===== src/hdl/iorb_pkg.sv =====
// What this block does
// - two identification registers, both read-only to software
// - revision code bits 3-0; bits 23-16, 14-4 read one; bit 15 zero
// - family code bits 15-8, part code bits 7-0, bits 23-16 read one
// - 64 write-once 48-bit words starting at 801700h
// - no erase clears or alters the write-once words
// - low-power enable bit 15 selects low-power, clear selects full power
// - three 2-bit level fields at 5-4, 3-2, 1-0 select output level
// - each regulator level is set independently
// - brown-out issues whole-device reset and picks configured clock source
// - oscillator mode: brown-out starts start-up timer, clock held till expiry
// - pll in use: clock held until pll lock reads one
// - power-up delay applied before reset release; zero with crystal uses fail-safe delay
// - brown-out sets status flag bit 1 of reset control register
// - brown-out monitoring stays active in sleep and idle
package iorb_pkg;
  // ************************************************************
  // register map (word offsets, byte address = offset)
  // ************************************************************
  localparam logic [23:0] IORB_OFF_REV = 24'h000000;
  localparam logic [23:0] IORB_OFF_PID = 24'h000004;
  localparam logic [23:0] IORB_OFF_VREG = 24'h000008;
  localparam logic [23:0] IORB_OFF_RESET_CONTROL_REGISTER = 24'h00000c;
  localparam logic [23:0] IORB_OFF_ISTAT = 24'h000010;
  localparam logic [23:0] IORB_OFF_IMASK = 24'h000014;
  localparam logic [23:0] IORB_OFF_OTPCMD = 24'h000018;
  localparam logic [23:0] IORB_OTP_BASE = 24'h801700;
  localparam int IORB_OTP_WORDS = 64;
  // ************************************************************
  // field positions and reset values
  // ************************************************************
  localparam int IORB_LPWR_BIT = 15;
  localparam int IORB_BOR_FLAG_BIT = 1;
  localparam int IORB_REV_ONES_HI = 23;
  localparam logic [23:0] IORB_REV_ONES = 24'hff7ff0;
  localparam logic [23:0] IORB_PID_ONES = 24'hff0000;
  localparam logic [15:0] IORB_VREG_RST = 16'h0000;
  localparam logic [15:0] IORB_VREG_MASK = 16'h803f;
  localparam logic [1:0] IORB_LVL_15 = 2'h3;
  localparam logic [1:0] IORB_LVL_125 = 2'h2;
  localparam logic [1:0] IORB_LVL_10 = 2'h1;
  localparam logic [1:0] IORB_LVL_15B = 2'h0;
  // ************************************************************
  // timing (cycles at 125 MHz, defaults)
  // ************************************************************
  localparam int IORB_CLK_MHZ = 125;
  localparam int IORB_RST_PULSE_NS = 64;
  localparam int IORB_RST_PULSE_CYC = (IORB_RST_PULSE_NS * IORB_CLK_MHZ + 999) / 1000;
  // interrupt sources
  localparam int IORB_IRQ_BOR = 0;
  localparam int IORB_IRQ_OTPERR = 1;
  localparam int IORB_IRQ_OTPDONE = 2;
  // ************************************************************
  // types
  // ************************************************************
  typedef enum logic [4:0] {
    IORB_RUN = 5'h01,
    IORB_PULSE = 5'h02,
    IORB_HOLD = 5'h04,
    IORB_WAITREL = 5'h08,
    IORB_DONE = 5'h10
  } iorb_state_t;
  typedef struct packed {
    logic wr;
    logic rd;
    logic [23:0] addr;
    logic [23:0] wdata;
  } iorb_bus_t;
  typedef struct packed {
    logic osc_mode;
    logic pll_used;
    logic crystal;
  } iorb_cfg_t;
endpackage : iorb_pkg


===== src/hdl/iorb_top.sv =====
// The placing of the registers and the plain strobed port were decided locally.
`timescale 1ns/1ps
module iorb_top
  import iorb_pkg::*;
#(
  parameter logic [7:0] FAMILY_CODE = 8'h5a, // arbitrary value
  parameter logic [7:0] PART_CODE = 8'h01, // arbitrary value
  parameter logic [3:0] REV_CODE = 4'h1, // arbitrary value
  parameter int OST_CYC = 1024,
  parameter int POWER_UP_TIMER_CYC = 2048,
  parameter int FSCM_CYC = 512
) (
  input wire logic clk,
  input wire logic rstn,
  input wire iorb_bus_t bus,
  output logic [23:0] rdata,
  input wire logic brownout_pin,
  input wire logic pll_lock_pin,
  input wire iorb_cfg_t cfg,
  input wire logic otp_erase,
  output logic dev_reset_n,
  output logic sysclk_hold,
  output logic regulator_low_power_enable,
  output logic [1:0] regulator_one_level,
  output logic [1:0] regulator_two_level,
  output logic [1:0] regulator_three_level,
  output logic irq
);
  // ************************************************************
  // input synchronisers
  // ************************************************************
  logic [1:0] bor_sync_ff;
  logic [1:0] lock_sync_ff;
  // first stage only feeds the second
  always_ff @(posedge clk) begin
    if (!rstn) begin
      bor_sync_ff <= 2'h0;
      lock_sync_ff <= 2'h0;
    end else begin
      bor_sync_ff <= {bor_sync_ff[0], brownout_pin};
      lock_sync_ff <= {lock_sync_ff[0], pll_lock_pin};
    end
  end
  wire bor_s = bor_sync_ff[1];
  wire lock_s = lock_sync_ff[1];

  // ************************************************************
  // brown-out sequencer
  // ************************************************************
  iorb_state_t state_ff, nxt_state;
  logic [15:0] ost_cnt_ff;
  logic [15:0] power_up_timer_cnt_ff;
  logic bor_flag_ff;
  logic dev_reset_n_ff;
  logic hold_ff;
  wire ost_done = (ost_cnt_ff == 16'h0);
  wire power_up_timer_done = (power_up_timer_cnt_ff == 16'h0);
  // clock released when ost expired (osc mode) and pll locked (pll mode)
  wire clk_ok = (!cfg.osc_mode || ost_done) && (!cfg.pll_used || lock_s);

  // state register; brown-out always wins, including sleep and idle
  always_comb begin
    nxt_state = state_ff;
    case (state_ff)
      IORB_RUN: if (bor_s) nxt_state = IORB_PULSE;
      IORB_PULSE: if (!bor_s && power_up_timer_cnt_ff != 16'h0) nxt_state = IORB_HOLD;
      IORB_HOLD: if (bor_s) nxt_state = IORB_PULSE;
        else if (clk_ok && power_up_timer_done) nxt_state = IORB_RUN;
      default: nxt_state = IORB_RUN;
    endcase
  end

  always_ff @(posedge clk) begin
    if (!rstn) state_ff <= IORB_RUN;
    else state_ff <= nxt_state;
  end

  // delay counters reload during the reset pulse
  always_ff @(posedge clk) begin
    if (!rstn) begin
      ost_cnt_ff <= 16'h0;
      power_up_timer_cnt_ff <= 16'h0;
    end else if (nxt_state == IORB_PULSE) begin
      ost_cnt_ff <= 16'(OST_CYC);
      // zero power-up delay with crystal falls back to fail-safe delay
      power_up_timer_cnt_ff <= (POWER_UP_TIMER_CYC == 0 && cfg.crystal) ? 16'(FSCM_CYC) :
                     16'((POWER_UP_TIMER_CYC == 0) ? 1 : POWER_UP_TIMER_CYC);
    end else if (state_ff == IORB_HOLD) begin
      if (!ost_done) ost_cnt_ff <= ost_cnt_ff - 16'h1;
      if (!power_up_timer_done) power_up_timer_cnt_ff <= power_up_timer_cnt_ff - 16'h1;
    end
  end

  // reset output and clock hold run in parallel
  always_ff @(posedge clk) begin
    if (!rstn) begin
      dev_reset_n_ff <= 1'b1;
      hold_ff <= 1'b0;
    end else begin
      dev_reset_n_ff <= (nxt_state == IORB_RUN);
      hold_ff <= (nxt_state != IORB_RUN) && !(nxt_state == IORB_HOLD && clk_ok);
    end
  end
  assign dev_reset_n = dev_reset_n_ff;
  assign sysclk_hold = hold_ff;

  // ************************************************************
  // register bus decode
  // ************************************************************
  wire wr_vreg = bus.wr && bus.addr == IORB_OFF_VREG;
  wire wr_reset_control_register = bus.wr && bus.addr == IORB_OFF_RESET_CONTROL_REGISTER;
  wire wr_mask = bus.wr && bus.addr == IORB_OFF_IMASK;
  wire rd_stat = bus.rd && bus.addr == IORB_OFF_ISTAT;
  wire bor_evt = (state_ff != IORB_PULSE) && (nxt_state == IORB_PULSE);

  // regulator control; fields held independently
  logic [15:0] vreg_ff;
  always_ff @(posedge clk) begin
    if (!rstn) vreg_ff <= IORB_VREG_RST;
    else if (wr_vreg) vreg_ff <= bus.wdata[15:0] & IORB_VREG_MASK;
  end

  logic lpwr_ff;
  logic [5:0] lvl_ff;
  // outputs registered straight from the control register
  always_ff @(posedge clk) begin
    if (!rstn) begin
      lpwr_ff <= 1'b0;
      lvl_ff <= 6'h0;
    end else begin
      lpwr_ff <= vreg_ff[IORB_LPWR_BIT];
      lvl_ff <= vreg_ff[5:0];
    end
  end
  assign regulator_low_power_enable = lpwr_ff;
  assign regulator_three_level = lvl_ff[5:4];
  assign regulator_two_level = lvl_ff[3:2];
  assign regulator_one_level = lvl_ff[1:0];

  // brown-out status flag: set beats software clear
  always_ff @(posedge clk) begin
    if (!rstn) bor_flag_ff <= 1'b0;
    else if (bor_evt) bor_flag_ff <= 1'b1;
    else if (wr_reset_control_register && !bus.wdata[IORB_BOR_FLAG_BIT]) bor_flag_ff <= 1'b0;
  end

  // ************************************************************
  // write-once memory
  // ************************************************************
  logic [47:0] otp_mem_ff [IORB_OTP_WORDS];
  logic [IORB_OTP_WORDS-1:0] otp_used_ff;
  logic [47:0] otp_stage_ff;
  logic [5:0] otp_idx_ff;
  wire otp_hit = bus.addr[23:8] == IORB_OTP_BASE[23:8] && bus.addr[1:0] == 2'h0;
  wire [5:0] otp_idx = bus.addr[7:2];
  // upper 24 bits staged via command register, lower 24 written at the word
  wire otp_prog = bus.wr && otp_hit;
  wire otp_err = otp_prog && otp_used_ff[otp_idx];
  wire wr_stage = bus.wr && bus.addr == IORB_OFF_OTPCMD;

  always_ff @(posedge clk) begin
    if (!rstn) otp_stage_ff <= 48'h0;
    else if (wr_stage) otp_stage_ff <= {bus.wdata, 24'h0};
  end

  // erase input is deliberately not used by this storage
  always_ff @(posedge clk) begin
    if (!rstn) otp_used_ff <= '0;
    else if (otp_prog) otp_used_ff[otp_idx] <= 1'b1;
  end

  always_ff @(posedge clk) begin
    if (otp_prog && !otp_used_ff[otp_idx])
      otp_mem_ff[otp_idx] <= {otp_stage_ff[47:24], bus.wdata};
  end

  // ************************************************************
  // interrupts
  // ************************************************************
  logic [2:0] istat_ff;
  logic [2:0] imask_ff;
  logic irq_ff;
  logic [2:0] evt;
  always_comb begin
    evt = 3'h0;
    evt[IORB_IRQ_BOR] = bor_evt;
    evt[IORB_IRQ_OTPERR] = otp_err;
    evt[IORB_IRQ_OTPDONE] = otp_prog && !otp_err;
  end
  // a read clears, but a same-cycle event survives
  always_ff @(posedge clk) begin
    if (!rstn) istat_ff <= 3'h0;
    else istat_ff <= (rd_stat ? 3'h0 : istat_ff) | evt;
  end
  always_ff @(posedge clk) begin
    if (!rstn) imask_ff <= 3'h0;
    else if (wr_mask) imask_ff <= bus.wdata[2:0];
  end
  always_ff @(posedge clk) begin
    if (!rstn) irq_ff <= 1'b0;
    else irq_ff <= |(((rd_stat ? 3'h0 : istat_ff) | evt) & imask_ff);
  end
  assign irq = irq_ff;

  // ************************************************************
  // read mux; id registers are constants, writes ignored
  // ************************************************************
  logic [23:0] rdata_ff;
  always_ff @(posedge clk) begin
    if (!rstn) rdata_ff <= 24'h0;
    else if (!bus.rd) rdata_ff <= 24'h0;
    else if (otp_hit) rdata_ff <= otp_mem_ff[otp_idx][23:0];
    else case (bus.addr)
      IORB_OFF_REV: rdata_ff <= IORB_REV_ONES | {20'h0, REV_CODE};
      IORB_OFF_PID: rdata_ff <= IORB_PID_ONES | {8'h0, FAMILY_CODE, PART_CODE};
      IORB_OFF_VREG: rdata_ff <= {8'h0, vreg_ff};
      IORB_OFF_RESET_CONTROL_REGISTER: rdata_ff <= {22'h0, bor_flag_ff, 1'b0};
      IORB_OFF_ISTAT: rdata_ff <= {21'h0, istat_ff};
      IORB_OFF_IMASK: rdata_ff <= {21'h0, imask_ff};
      IORB_OFF_OTPCMD: rdata_ff <= otp_stage_ff[47:24];
      default: rdata_ff <= 24'h0;
    endcase
  end
  assign rdata = rdata_ff;

  // ************************************************************
  // checks
  // ************************************************************
  a_bor_flag_set: assert property (@(posedge clk) disable iff (!rstn)
    bor_evt |=> bor_flag_ff) else $error("bor flag not set");
  a_reset_on_bor: assert property (@(posedge clk) disable iff (!rstn)
    bor_evt |=> !dev_reset_n) else $error("no reset on brownout");
  a_hold_lock: assert property (@(posedge clk) disable iff (!rstn)
    (state_ff == IORB_HOLD && cfg.pll_used && !lock_s) |=> sysclk_hold) else $error("clock released unlocked");
  a_hold_ost: assert property (@(posedge clk) disable iff (!rstn)
    (state_ff == IORB_HOLD && cfg.osc_mode && !ost_done) |=> sysclk_hold) else $error("clock released early");
  a_power_up_timer_gate: assert property (@(posedge clk) disable iff (!rstn)
    (state_ff == IORB_HOLD && !power_up_timer_done) |=> !dev_reset_n) else $error("reset released early");
  a_otp_once: assert property (@(posedge clk) disable iff (!rstn)
    otp_err |=> otp_mem_ff[$past(otp_idx)] == $past(otp_mem_ff[otp_idx])) else $error("otp rewritten");
  a_rev_ones: assert property (@(posedge clk) disable iff (!rstn)
    (bus.rd && bus.addr == IORB_OFF_REV) |=> rdata[IORB_REV_ONES_HI:4] == 20'hff7ff) else $error("rev pad bits");
  a_lvl_follow: assert property (@(posedge clk) disable iff (!rstn)
    wr_vreg |-> ##2 regulator_two_level == $past(bus.wdata[3:2], 2)) else $error("level not applied");
  a_sleep_bor: assert property (@(posedge clk) disable iff (!rstn)
    (bor_s && state_ff == IORB_RUN) |=> state_ff == IORB_PULSE) else $error("brownout missed");
  c_bor_seq: cover property (@(posedge clk) disable iff (!rstn) bor_evt ##[1:300] dev_reset_n);
  c_otp_twice: cover property (@(posedge clk) disable iff (!rstn) otp_err);
  c_irq: cover property (@(posedge clk) disable iff (!rstn) irq && rd_stat);
endmodule // iorb_top


===== config.mk =====
export PLATFORM = sky130hd
export DESIGN_NAME = iorb_top
export DESIGN_NICKNAME = d
export VERILOG_FILES = /design/src/hdl/iorb_pkg.sv /design/src/hdl/iorb_top.sv
export SDC_FILE = /design/constraint.sdc
export NUM_CORES = 2
export LEC_CHECK = 0
export BUFFER_PORTS_ARGS = -buffer_cell sky130_fd_sc_hd__buf_2
export CORE_ASPECT_RATIO = 1.25
export CORE_MARGIN = 2
export CORE_UTILIZATION = 56
export DETAILED_ROUTE_END_ITERATION = 12
export PLACE_DENSITY = 0.72
export REMOVE_ABC_BUFFERS = 1
export SYNTH_ARGS = -nofsm -noshare
export SYNTH_HDL_FRONTEND = slang
export SYNTH_SLANG_ARGS = --single-unit

===== constraint.sdc =====
create_clock -name clk -period 8.85 [get_ports clk]
set_input_delay 0.4425 -clock clk [delete_from_list [all_inputs] [get_ports clk]]
set_output_delay 0.4425 -clock clk [all_outputs]
set_load 0.02 [all_outputs]

== Word-level counts from Yosys, hierarchy flattened ==
Memory sizes are Yosys's and may differ from the RTL's.
Index checks and enable logic that the tools add are counted.
Cells by class
  $add $sub $neg: 2
  magnitude comparators: 2
  equality and inequality tests: 17
  mux-type cells: 22
  bitwise logic cells: 6
  reductions and logical operators: 41
Operators with widths (number)
  $pmux W24 S7: 1
  $eq A24 B5 Y1 const B: 3
  $or A64 B64 Y64: 1
  $eq A24 B4 Y1 const B: 2
  $mux W12: 3
  $mux W11: 3
  $logic_not A16 Y1: 2
  $sub A16 B1 Y16 const B: 2
  $eq A24 B3 Y1 const B: 1
  $logic_not A24 Y1: 1
  $mux W24: 1
  $mux W5: 4
  $logic_and A1 B1 Y1: 18
  $eq A16 B16 Y1 const B: 1
  $reduce_bool A16 Y1: 1
  $pmux W5 S3: 1
  $eq A5 B1 Y1 const B: 2
  $eq A5 B2 Y1 const B: 2
  $eq A5 B3 Y1 const B: 2
  $reduce_and A2 Y1: 5
  $logic_not A1 Y1: 7
  $lt A6 B7 Y1 const B: 1
  $bmux W1 S6: 1
  $demux W1 S6: 1
  14 further kinds: 24
Storage, ports and cells
  register bits: 177
  RAM bits: 3072
  input port bits: 58
  output and inout port bits: 34
  logic and storage cells: 110
  memories kept: 1
Memories
  otp_mem_ff: words 64, bits a word 48, rd ports 1, clocked after memory_dff 0, wr ports 1, RTL line iorb_top.sv:150  | logic [47:0] otp_mem_ff [IORB_OTP_WORDS];

== Logic depth before layout (Yosys ltp) ==
  depth after elaboration: 12
  gate-level depth with buffers: 13
  depth with buffers taken out: 7

== Least setup slack after synthesis ==
No wires, ideal clock.
  path kind: input to register
  from: input bus[26] in the netlist's numbering
  to: memory otp_mem_ff[4][0] (enable)
  library setup time: 0.466 ns
  arrival time: 4.721 ns
  data required time: 8.384 ns
  setup slack: 3.664 ns
  stages on the path: 11
  buffers on the path: 5
  cells stage by stage: clkbuf_2 > buf_6 > buf_2 > mux4_2 > mux2i_1 > nor2_1 > nor3_2 > nand2_1 > buf_2 > buf_1 > nor4_1
Between the ends
  word-level cells in the longest chain between the ends: 6
Ends and longest elaborated chain
  from (decl): RTL line iorb_top.sv:15  | input wire iorb_bus_t bus,
  $bmux W1 S6: RTL line iorb_top.sv:173  | if (otp_prog && !otp_used_ff[otp_idx])
  $mux W1 (implied by the code): RTL line iorb_top.sv:173
  $logic_not A1 Y1: RTL line iorb_top.sv:173
  $logic_and A1 B1 Y1: RTL line iorb_top.sv:173
  $mux W1: RTL line iorb_top.sv:173
  $mux W1 (implied by the code): RTL line iorb_top.sv:174  | otp_mem_ff[otp_idx] <= {otp_stage_ff[47:24], bus.wdata};
  to (decl): RTL line iorb_top.sv:150
Parallel ways exist; a longest one is shown, timed or not. The select of a mux whose other input is x is not followed.

== Worst setup path after layout ==
  from: input bus[26] in the netlist's numbering
  to: memory otp_mem_ff[46][11] (enable)
The elaborated chain is that of the path after synthesis.

==> results.md <==
- Routed vias/inst: 6.659
- Total gr overflow: 0
- Number of synthesized flops with an enable pin: 1536
- Global-route wire length before repair: 236.9 mm
- Clock Skews: 0.02822 ns
- Die height: 387.7 um
- Share of layout cells above drive strength 1: 26.45%
- Mapped cell area: 65960 um^2
- DRT Wirelength: 165.1 mm
- NetSw: 3316 uW
- Seq pwr share: 54.3%
- Seq cells post-synth: 1713
- Combinational power share: 4.2%
- Slew Limit Fails: 0
- Antenna violations before repair: 5
- Arr. time, crit path: 4.60 ns
- Area Growth Syn to Fin: 11.96%
- Power Density: 219.6 nW/um^2
- WL met3: 15.86 mm
- Distinct cells, synth: 74
- DR WL/cell: 32.22 um
- CP max stage delay: 0.64 ns
- CP max stage cell: nand2_4
- Gate Count Post-Synth: 3264
- Crit-path cells: buf_8, buf_12, mux4_2, a22o_1, nor3_2, nand2_4, nor3_2, buf_4
- Cells after DPL: 4832
- GRT Resource Usage Total: 27.50%
- Hold WC Path Type: in2reg
- Final worst path period share: 47.40%
- Largest net degree at the start of global routing: 91
- Routed via count: 34110
- Htree depth: 4
- Synthesis Warnings: 0
- Die ar.: 120600 um^2
- Post-route cell area: 73840 um^2
- Slew margin rel.: 10.10%
- Number of routed nets with antenna violations: 0
- Max Buffers Root-to-Sink: 3
- Clock Pin Slew Worst Setup and Hold Paths: 0.06 ns
- Yosys top cell area share: 69.93%
- Global placer's final weighted congestion: 0.8920
- Internal power: 12900 uW
- Top Layer Used: met5
- CP bufs+invs: 3
- Top cell type by total area after synthesis: edfxtp_1
- Status: complete, no violations
- Post-CTS setup buffers: 0
- Critical Path Start Type: input pin
- CTS buffer count: 155
- Share of synthesized flip-flops with an asynchronous set or reset: 0%
- Final #Nets: 3491
- Placed wire-length estimate: 92.57 mm
- Worst hold margin: 0.09811 ns
- Final min period: 4.195 ns
- Peak VDD IR: 191.9 uV
- Initial Utilization: 56.54%
- Fin. Hold Viols: 0
- Placed cell area: 68710 um^2
- 1st-pass router iterations: 6
- Metal2 WL: 82.74 mm
- Clock power frac: 41.6%
- Seq/Total Area, Yosys: 75.30%
- Fin Setup TNS: 0 ns
- Num rows: 140
- Crit Path Class: in2reg
- Number of global-route vias before repair: 34700
- Cell mode on critical path: nor3_2
- Crit path capture type: flip-flop
- Synth area leaders: edfxtp_1 (70%), mux4_2 (14%), dfxtp_1 (5.4%), mux2i_1 (1.4%), a22oi_1 (0.97%)
- Fmax: 238.4 MHz
- Most frequent cells in the layout: edfxtp_1 (1536), mux4_2 (422), dfxtp_1 (177)
- M1 WL: 59.91 mm
- Worst Tran Pin Value: 1.349 ns
- Mean post-synth cell area: 20.21 um^2
- Sw Ratio: 20.45%
- Worst skew pair latency: 0.78 ns
- PortBufs: 89
- Num ports: 92
- Clk root buf: clkbuf_16
- Die X: 311.0 um
- Power, Total: 16210 uW
- CTS tree: yes
- RSZ-0062 raised after global routing: no
- Clock sink total: 1713
- Critical Path RT: 9.26 ns
- Core Footprint: 116700 um^2
- Initial drt markers: 4738
- Non-Filler Instances: 5123
- Most common cell after layout, fill and taps aside: edfxtp_1
- Residual DRC: 0
- Max FO, Critical Path: 73
- Final Setup Violations: 0
- Max_cap viols: 0
- Top_reg_cell synth: edfxtp_1
- CP top delay family: buffers and inverters
- Leakage: 0.02320 uW
## power groups by stage
stage	Sequential [uW]	Clock, uW	Combinational (uW)
6_report	8800	6740	676
2_1_floorplan	8970	0	280
3_5_place_dp	8980	0	674
4_1_cts	8800	6820	677
5_1_grt	8800	7110	711
3_3_place_gp	8970	0	650
## per-stage QoR
stage	utilization, %	worst slack, ns
finish	63.29	4.655
global route	63.29	4.472
CTS	63.29	4.712
detailed placement	58.90	3.886
global placement	58.90	3.954
floorplan	-	3.429
## synthesized netlist by cell type, types with 18 or more instances
cell type and instances:
nor3_1 65, mux2i_1 92, nand3_1 31, nor2_1 120
a21oi_1 80, nor2b_1 22, buf_4 28, o21a_1 58
mux4_2 422, buf_1 18, xor2_1 25, buf_2 51
dfxtp_1 177, clkbuf_1 94, a22oi_1 85, nor4_1 19
edfxtp_1 1536, nand2_1 125
## registers in the layout (all words and copies together), names as in the netlist, 5 cells and up
| register | count |
|---|---|
| otp_mem_ff | 1536 |
| otp_used_ff | 64 |
| otp_stage_ff | 24 |
| rdata | 24 |
| ost_cnt_ff | 16 |
| power_up_timer_cnt_ff | 16 |
| vreg_ff | 7 |
| lvl_ff | 6 |
| state_ff | 5 |
## worst register-to-register path, stage by stage, from the launching register on
cell and delay [ns]:
dfxtp_1 0.32, mux4_2 0.47, mux2i_1 0.19, o22ai_1 0.17
nor3_2 0.38, nand2_4 0.64, nor3_2 0.46, buf_4 0.52
## cells by family (layout without fill, tap and decap cells)
| kind of cell | Yosys count | after routing | synth area share, % |
|---|---|---|---|
| flops | 1713 | 1713 | 75.30 |
| mux | 517 | 517 | 15.86 |
| simple gates | 465 | 465 | 3.449 |
| compound gates | 328 | 328 | 3.436 |
| buf+inv | 207 | 500 | 1.493 |
| xor+xnor | 30 | 30 | 0.3984 |
| fa+ha+maj | 3 | 3 | 0.05692 |
| other cells | 1 | 5 | 0.005686 |
## repair_timing
item                                   4_1_cts  5_1_grt
gates resized for setup                      0        0
hold buffers                                 3        0
endpoints found under the hold margin        4        0
## worst paths after layout
kind	from	cells past startpoint	endpoint	slack [ns]
hold / removal	bus[48]	4	istat_ff[2]	0.1
setup reg to reg	otp_used_ff[15]	7	otp_mem_ff[46][11]	5.30
setup / recovery	bus[26]	8	otp_mem_ff[46][11]	4.65
hold reg to reg	bor_sync_ff[0]	1	bor_sync_ff[1]	0.45
## routing by layer
layer / track usage (%) / vias to the layer above
met5: 0 / -
met1: 36.66 / 17930
met2: 45.50 / 2014
met4: 11.09 / 4
li1: - / 13800
met3: 4.850 / 364
## area by class of cell
cell class                 count  area [um^2]
timing repair buffer         205         1393
sequential                  1713        49670
clock buffer                 192         4185
clock inverter                93        904.6
inverter                      10        37.54
multi-input combinational   1345        15690
fill                        7798        42820
antenna                        3        7.507
tap                         1562         1954
Note: power is estimated with default switching activity, not from simulation.
